<file path="config.mk">
export PLATFORM = sky130hd
export DESIGN_NAME = smrb_mode_regs
export DESIGN_NICKNAME = d
export VERILOG_FILES = /design/src/design/smrb_pkg.sv /design/src/design/smrb_mode_regs.sv
export VERILOG_INCLUDE_DIRS = /design/src /design/src/design
export SDC_FILE = /design/constraint.sdc
export NUM_CORES = 1
export LEC_CHECK = 0
export ABC_AREA = 1
export BUFFER_PORTS_ARGS = -buffer_cell sky130_fd_sc_hd__buf_2
export CAP_MARGIN = 25
export CORE_MARGIN = 1
export CORE_UTILIZATION = 40
export CTS_CLUSTER_SIZE = 30
export DETAILED_ROUTE_END_ITERATION = 12
export GPL_ROUTABILITY_DRIVEN = 0
export SLEW_MARGIN = 30
export SYNTH_ARGS = -nofsm -noshare
export SYNTH_HDL_FRONTEND = slang
export SYNTH_SLANG_ARGS = --single-unit
</file>
<file path="constraint.sdc">
create_clock -name clk_sys -period 2.2 [get_ports clk_sys]
set_input_delay 0.11 -clock clk_sys [delete_from_list [all_inputs] [get_ports clk_sys]]
set_output_delay 0.11 -clock clk_sys [all_outputs]
set_load 0.02 [all_outputs]
</file>
<file path="src/design/smrb_cfg.svh">
// Register offsets, field positions, reset values and codes for the mode register block
`ifndef SMRB_CFG_SVH
`define SMRB_CFG_SVH
// ==========================================
// Register addresses
`define SMRB_ADDR_INFO 8'h00
`define SMRB_ADDR_FEAT 8'h01
// ==========================================
// Information register fields
`define SMRB_INFO_INIT_BIT 0
`define SMRB_INFO_CLASS_BIT 1
`define SMRB_INFO_DNV_BIT 2
`define SMRB_INFO_ZQ_LO 3
`define SMRB_INFO_ZQ_HI 4
`define SMRB_CLASS_SDRAM 1'b0
`define SMRB_DNV_UNSUP 1'b0
`define SMRB_ZQ_UNSUP 2'h0
`define SMRB_ZQ_VDDCA 2'h1
`define SMRB_ZQ_GND 2'h2
`define SMRB_ZQ_OK 2'h3
// ==========================================
// Feature register fields and codes
`define SMRB_FEAT_BL_LO 0
`define SMRB_FEAT_BL_HI 2
`define SMRB_FEAT_BT_BIT 3
`define SMRB_FEAT_WC_BIT 4
`define SMRB_FEAT_WR_LO 5
`define SMRB_FEAT_WR_HI 7
`define SMRB_BL4 3'h2
`define SMRB_BL8 3'h3
`define SMRB_BL16 3'h4
`define SMRB_WR_MIN 3'h1
`define SMRB_WR_MAX 3'h6
`define SMRB_WR_OFFSET 4'h2
`define SMRB_FEAT_RESET 8'h22
// ==========================================
// Timing
`define SMRB_CLK_PERIOD_NS 100
`define SMRB_INIT_TIME_NS 200000
`define SMRB_INIT_CYCLES (`SMRB_INIT_TIME_NS / `SMRB_CLK_PERIOD_NS)
`endif

</file>
<file path="src/design/smrb_pkg.sv">
// Types for the mode register block
package smrb_pkg;
   typedef enum logic [1:0] {SMRB_BLEN4, SMRB_BLEN8, SMRB_BLEN16} smrb_blen_t;
   typedef enum logic [1:0] {SMRB_IDLE, SMRB_BURST} smrb_state_t;
endpackage : smrb_pkg

</file>
<file path="src/design/smrb_mode_regs.sv">
// Device information and feature mode registers with burst column order
`timescale 1ns/100ps
`default_nettype none
`include "smrb_cfg.svh"

// How it works
// [RL1] Information bit 0 reads one until auto-initialization completes, then zero.
// [RL2] Device class bit and data-not-valid bit both read zero.
// [RL3] Two-bit impedance test field: 00 unsupported, 01 supply/float, 10 ground short.
// [RL4] Field reads 11 when test passes; resistor value not validated.
// [RL5] Test field updates only when the calibration-init write command finishes.
// [RL6] On result 01 or 10 use factory trim and ignore later calibration.
// [RL7] Pin tied to supply for default calibration reports 01.
// [RL8] Burst length codes 010/011/100 give 4/8/16; others reserved, not written.
// [RL9] Bit 3 picks sequential or interleaved; bit 4 picks wrap or no wrap.
// [RL10] Upper three bits give write recovery 3 to 8; others reserved.
// [RL11] Auto-precharge write starts precharge after programmed recovery cycles.
// [RL12] Lowest column bit is not carried and taken as zero.
// [RL13] Four-beat wrap: start from two low bits, order independent of type.
// [RL14] Eight-beat wrap: sequential mod 8, interleaved start xor beat.
// [RL15] Sixteen-beat: sequential mod 16 wrapped; interleave and no-wrap forbidden.
// [RL16] No-wrap only for four-beat bursts, running y to y+3.
// [RL17] Controller avoids no-wrap starts at page and sub-page edges.
// [RL18] Read command reads information, write command writes feature register.
// [RL19] Reserved bits are written zero and read back zero.
// [RL20] Reading write-only or reserved address gives undefined data, strobe still toggles.
module smrb_mode_regs
   import smrb_pkg::*;
#(
   parameter int unsigned INIT_CYCLES = `SMRB_INIT_CYCLES,
   parameter int unsigned COL_W = 10
) (
   input wire logic clk_sys,
   input wire logic rst,
   input wire logic mrr_req,
   input wire logic mrw_req,
   input wire logic [7:0] mr_addr,
   input wire logic [7:0] mr_wdata,
   input wire logic zq_cal_done,
   input wire logic [1:0] zq_test_code,
   input wire logic zq_cal_req,
   input wire logic col_req,
   input wire logic col_write,
   input wire logic col_ap,
   input wire logic [COL_W-1:0] col_addr,
   output logic mrr_valid,
   output logic mrr_strobe,
   output logic [7:0] mrr_data,
   output logic zq_cal_start,
   output logic factory_trim,
   output logic beat_valid,
   output logic [COL_W-1:0] beat_col,
   output logic beat_last,
   output logic [2:0] burst_len_code,
   output logic burst_interleave,
   output logic burst_no_wrap,
   output logic [3:0] write_recovery_cycles,
   output logic precharge_start
);

   // ==========================================
   // Elaboration checks
   initial begin
      if (COL_W < 5 || INIT_CYCLES < 1) begin
         $error("smrb_mode_regs: COL_W must be at least 5 and INIT_CYCLES at least 1");
      end
   end

   // ==========================================
   // Decoding helpers
   function automatic smrb_blen_t decode_blen(input logic [2:0] code);
      smrb_blen_t b;
      b = SMRB_BLEN4;
      if (code == `SMRB_BL8) begin
         b = SMRB_BLEN8;
      end else if (code == `SMRB_BL16) begin
         b = SMRB_BLEN16;
      end
      return b;
   endfunction : decode_blen

   function automatic logic [4:0] beats_of(input smrb_blen_t b);
      logic [4:0] n;
      n = 5'h04;
      if (b == SMRB_BLEN8) begin
         n = 5'h08;
      end else if (b == SMRB_BLEN16) begin
         n = 5'h10;
      end
      return n;
   endfunction : beats_of

   // ==========================================
   // Auto-initialization counter
   logic [31:0] init_count;
   logic init_busy;
   always_ff @(posedge clk_sys) begin
      if (rst) begin
         init_count <= 32'h0;
      end else if (init_busy) begin
         init_count <= init_count + 32'h1;
      end
   end
   // [RL1] init status bit
   assign init_busy = init_count < INIT_CYCLES;

   // ==========================================
   // Impedance self-test result
   logic [1:0] zq_result;
   logic zq_locked;
   // Results 01 and 10 mean an assembly fault, so calibration stops until reset clears the result
   // [RL6] lock on fault
   assign zq_locked = (zq_result == `SMRB_ZQ_VDDCA) || (zq_result == `SMRB_ZQ_GND);
   assign factory_trim = zq_locked;
   assign zq_cal_start = zq_cal_req && !zq_locked;
   // [RL5] update on completion
   always_ff @(posedge clk_sys) begin
      if (rst) begin
         zq_result <= `SMRB_ZQ_UNSUP;
      end else if (zq_cal_done && !zq_locked) begin
         // [RL3] [RL4] [RL7] code from pin checker
         zq_result <= zq_test_code;
      end
   end

   // ==========================================
   // Feature register write
   logic [7:0] feat;
   wire feat_wr = mrw_req && (mr_addr == `SMRB_ADDR_FEAT);
   // [RL18] write path, read-only address ignored
   always_ff @(posedge clk_sys) begin
      if (rst) begin
         feat <= `SMRB_FEAT_RESET;
      end else if (feat_wr) begin
         feat <= mr_wdata;
      end
   end
   // [RL8] [RL9] [RL10] field decode
   assign burst_len_code = feat[`SMRB_FEAT_BL_HI:`SMRB_FEAT_BL_LO];
   assign burst_interleave = feat[`SMRB_FEAT_BT_BIT];
   assign burst_no_wrap = feat[`SMRB_FEAT_WC_BIT];
   wire [2:0] wr_code = feat[`SMRB_FEAT_WR_HI:`SMRB_FEAT_WR_LO];
   assign write_recovery_cycles = {1'b0, wr_code} + `SMRB_WR_OFFSET;
   wire smrb_blen_t blen = decode_blen(burst_len_code);

   // ==========================================
   // Mode register read
   wire [7:0] info_word;
   // [RL2] [RL19] fixed and reserved bits zero
   assign info_word = {3'h0, zq_result, `SMRB_DNV_UNSUP, `SMRB_CLASS_SDRAM, init_busy};
   // [RL20] other addresses give don't-care zeros, strobe still runs
   always_ff @(posedge clk_sys) begin
      if (rst) begin
         mrr_valid <= 1'b0;
         mrr_data <= 8'h00;
      end else begin
         mrr_valid <= mrr_req;
         if (mrr_req) begin
            mrr_data <= (mr_addr == `SMRB_ADDR_INFO) ? info_word : 8'h00;
         end
      end
   end
   assign mrr_strobe = mrr_valid;

   // ==========================================
   // Burst sequencer
   smrb_state_t state;
   logic [COL_W-1:0] start_col;
   logic [3:0] beat_idx;
   logic [4:0] beat_total;
   logic burst_il;
   logic burst_nw;
   logic burst_wr_ap;
   logic [3:0] wr_count;
   logic wr_pending;
   // [RL12] low column bit forced to zero
   wire [COL_W-1:0] start_in = {col_addr[COL_W-1:1], 1'b0};
   wire [3:0] mask4 = beat_total[4] ? 4'hf : (beat_total[3] ? 4'h7 : 4'h3);
   wire [3:0] base4 = start_col[3:0];
   wire [3:0] seq_off = base4 + beat_idx;
   wire [3:0] il_off = base4 ^ beat_idx;
   // [RL13] [RL14] [RL15] wrapped order within aligned block
   wire [3:0] wrap_off = burst_il ? il_off : seq_off;
   wire [COL_W-1:0] wrap_col = {start_col[COL_W-1:4], (base4 & ~mask4) | (wrap_off & mask4)};
   // [RL16] no-wrap runs straight upward
   wire [COL_W-1:0] nw_col = start_col + {{(COL_W-4){1'b0}}, beat_idx};
   wire last_now = ({1'b0, beat_idx} == beat_total - 5'h01);

   always_ff @(posedge clk_sys) begin
      if (rst) begin
         state <= SMRB_IDLE;
         start_col <= '0;
         beat_idx <= 4'h0;
         beat_total <= 5'h04;
         burst_il <= 1'b0;
         burst_nw <= 1'b0;
         burst_wr_ap <= 1'b0;
      end else begin
         unique case (state)
            SMRB_IDLE: begin
               if (col_req) begin
                  state <= SMRB_BURST;
                  start_col <= start_in;
                  beat_idx <= 4'h0;
                  beat_total <= beats_of(blen);
                  // Four-beat order ignores type; no-wrap only honoured at length 4
                  burst_il <= burst_interleave && (blen == SMRB_BLEN8);
                  burst_nw <= burst_no_wrap && (blen == SMRB_BLEN4);
                  burst_wr_ap <= col_write && col_ap;
               end
            end
            SMRB_BURST: begin
               beat_idx <= beat_idx + 4'h1;
               if (last_now) begin
                  state <= SMRB_IDLE;
               end
            end
         endcase
      end
   end

   // Beat outputs registered for clean timing
   always_ff @(posedge clk_sys) begin
      if (rst) begin
         beat_valid <= 1'b0;
         beat_col <= '0;
         beat_last <= 1'b0;
      end else begin
         beat_valid <= (state == SMRB_BURST);
         beat_col <= burst_nw ? nw_col : wrap_col;
         beat_last <= (state == SMRB_BURST) && last_now;
      end
   end

   // ==========================================
   // Write recovery before auto-precharge
   wire burst_end = (state == SMRB_BURST) && last_now;
   // [RL11] count recovery cycles then precharge
   always_ff @(posedge clk_sys) begin
      if (rst) begin
         wr_pending <= 1'b0;
         wr_count <= 4'h0;
         precharge_start <= 1'b0;
      end else begin
         precharge_start <= 1'b0;
         if (burst_end && burst_wr_ap) begin
            wr_pending <= 1'b1;
            wr_count <= write_recovery_cycles - 4'h1;
         end else if (wr_pending) begin
            if (wr_count == 4'h0) begin
               wr_pending <= 1'b0;
               precharge_start <= 1'b1;
            end else begin
               wr_count <= wr_count - 4'h1;
            end
         end
      end
   end
endmodule : smrb_mode_regs
`default_nettype wire

</file>
==> results.md <==
- Slew @ Worst Pin: between 0.5 and 0.6 ns
- Clock sink count: 84
- Cell count after placement: ~600
- Worst setup SP type: flop
- Non-Filler Instances: approximately 640
- Reg2Reg Capture Point: wr_count[2]$_SDFFE_PP0P_
- Cell Area, Placed: about 3900 µm²
- Fmax: 504 MHz
- Initial antenna violation count: 0
- Status: complete, no violations
- Final min period: a little under 2 ns
- GRT overflow: 0
- Crit Path Category: flop to flop
- Largest net degree at the start of global routing: 27
- Final Cell Area: between 4000 and 5000 µm²
- DP Wirelength: 5360 µm
- Critical Path Most Common Cell: inv_1
- CTS tree: yes
- Die X: about 96 µm
- Die Y-Extent: approximately 96 µm
- H-tree depth: 3
- Clock Latency Late Sink: 0.36 ns
- Die ar.: roughly 9200 µm²
- WHS: roughly 0.017 ns
- Relative slew slack: 62.6%
- WHS Path Cells: 2
- RSZ-0062 raised after global routing: no
- Layout Area Growth over Synthesis: 18.9%
- Port bufs: between 60 and 70
- Setup crit end kind: flop
- First-pass DRT Iterations: 4
- Crit-path cells: inv_1 -> ha_1 -> inv_1 -> nand2_1 -> inv_1 -> nor2_1 -> nand3_2 -> nand2_1 -> nand2_2 -> ha_1 -> xnor2_1 -> o21ai_1 -> inv_1
- Post-synth EDFFs: 0
- Max cap viols: 0
- Synth warn: 0
- Via Count: 3044
- P_leak: 1.89 nW
- Ys async rst share: 0%
- Post-CTS Setup Repair Bufs: 0
- Via density: 4.76
- Initial Utilization: about 42%
- Power per Cell Area: roughly 670 nW/µm²
- CP bufs+invs: 4
- Top cells by count, synth: dfxtp_1 (84), nand2_1 (76), inv_1 (75)
- Vias in the first global route: 2716
- Top-area cell type share of the netlist area: 47.7%
- Worst Hold Path EP: burst_wr_ap$_SDFFE_PP0P_
- Min-Delay Path Class: input pin to flop
- DR WL/cell: roughly 11 µm
- Fin worst setup slack: approximately 0.22 ns
- Synth Instances: 454
- FF+latch count, synth: between 80 and 90
- CTS max path bufs: 2
- DRT Wirelength: about 7300 µm
- R2R Path Start: beat_total[2]$_SDFFE_PP1P_
- CP Max Fanout: 6
- Starting DRT DRC Count: about 150
- Root Driver: clkbuf_8
- Cell variety after synth: 39
- Gr usage total: between 10% and 20%
- Pre-CTS setup slack: roughly 0.24 ns
- FP Rows: 33
- Post-route antenna net violation count: 0
- Layout cells sized above 1: between 10% and 20%
- Critical path's slowest cell: dfxtp_1
- Setup TNS Final: 0 ns
- R2R cell count: 13
- Slew Limit Fails: 0
- TritonCTS Buffers: 9
- Core Region: about 8400 µm²
- Crit path required time: around 2.5 ns
- Number of buffers inserted by hold repair at cts: 12
- Final setup fails: 0
- Worst Skew: roughly 0.012 ns
- Top post-synthesis cells by area: dfxtp_1 (48%), nand2_1 (8.1%), inv_1 (8.0%), nor2_1 (5.7%), a21oi_1 (3.8%)
- Pwr Total: between 2 and 3 mW
- Ant diodes: 0
- Worst VDD drop: 244 µV
- Period Utilization, post-route: 90.2%
- Cell taking the most area after synthesis: dfxtp_1
- Slowest stage delay, CP: 0.35 ns
- Final number of hold-violating endpoints: 0
- Post-route DRC: 0
- Critical Path AT: roughly 2.2 ns
- Nets: 575
- Hold Startpoint: col_write
- Clock transition at the registers of the reported paths: ~0.08 ns
- CTS resizes: 0
- Delay-heaviest family, CP: simple AND/OR/NAND/NOR gates
- IO Count: 71
- Global-route wire length before repair: ~12000 µm
- Most frequent cell after synthesis: dfxtp_1
- FF-to-FF setup slack: roughly 0.22 ns
- Final core occ: between 50% and 60%
- Synth Area per Inst: about 7.8 µm²
- Cell Area, Synth: 3530 µm²
- Sequential element share of the synthesized area: between 40% and 50%
- Most used DFF post-synth: dfxtp_1
## sequential cells by signal (all words and copies together), names as in the netlist
register	count
init_count	32
beat_col	10
start_col	9
feat	8
beat_idx	4
wr_count	4
beat_total	3
mrr_data	3
zq_result	2
beat_last	1
beat_valid	1
burst_il	1
burst_nw	1
burst_wr_ap	1
mrr_strobe	1
precharge_start	1
state	1
wr_pending	1
## placed cells by master, fill, tap and decap left out, drive strengths merged, types with 5 or more instances in the layout
cell type,count
a21oi,30
a22o,5
buf,68
clkbuf,10
conb,5
dfxtp,84
dlygate4sd3,12
ha,8
inv,78
nand2,79
nand3,23
nand4,5
nor2,58
nor3,8
nor4,7
o211ai,7
o21ai,21
## final cells by class
class / instances / area (µm²)
fill: 865 / 4190
tap: 105 / 131
timing repair buffer: 80 / 470
inverter: 78 / 293
sequential: 84 / 1680
clock buffer: 10 / 128
multi-input combinational: 276 / 1450
clock inverter: 6 / 41.3
## layer usage
| layer | share of wire (%) | track usage, % |
|---|---|---|
| met1 | 51 | 24.3 |
| met2 | 42 | 26.1 |
| met3 | 4.8 | 4.19 |
| met4 | 1.8 | 6.34 |
| met5 | 0 | 0 |
## power breakdown
part	total [mW]	internal, mW	switching (mW)
Clock	0.953	0.407	0.546
Sequential	1.59	1.56	0.0279
Combinational	0.250	0.100	0.150
Total	2.79	2.06	0.724
## kinds of logic after synthesis
group | share of synthesized area, %
and+or+nand+nor | 22.6
buffers and inverters | 11.7
other | 0.106
DFF | 47.7
xor gates and xnor gates | 1.49
adders and majority gates | 3.41
AOI/OAI and AO/OA | 13.0
## worst max-delay path by stage
stage,start,endpoint,cells after the start
6_report,beat_total[2]$_SDFFE_PP1P_,wr_count[2]$_SDFFE_PP0P_,13
5_1_grt,beat_total[2]$_SDFFE_PP1P_,wr_count[2]$_SDFFE_PP0P_,13
4_1_cts,beat_total[2]$_SDFFE_PP1P_,wr_count[2]$_SDFFE_PP0P_,13
3_5_place_dp,beat_total[2]$_SDFFE_PP1P_,wr_count[2]$_SDFFE_PP0P_,13
3_3_place_gp,beat_total[2]$_SDFFE_PP1P_,wr_count[2]$_SDFFE_PP0P_,13
2_1_floorplan,beat_total[2]$_SDFFE_PP1P_,wr_count[2]$_SDFFE_PP0P_,13
Power figures use the tool's default switching activity.
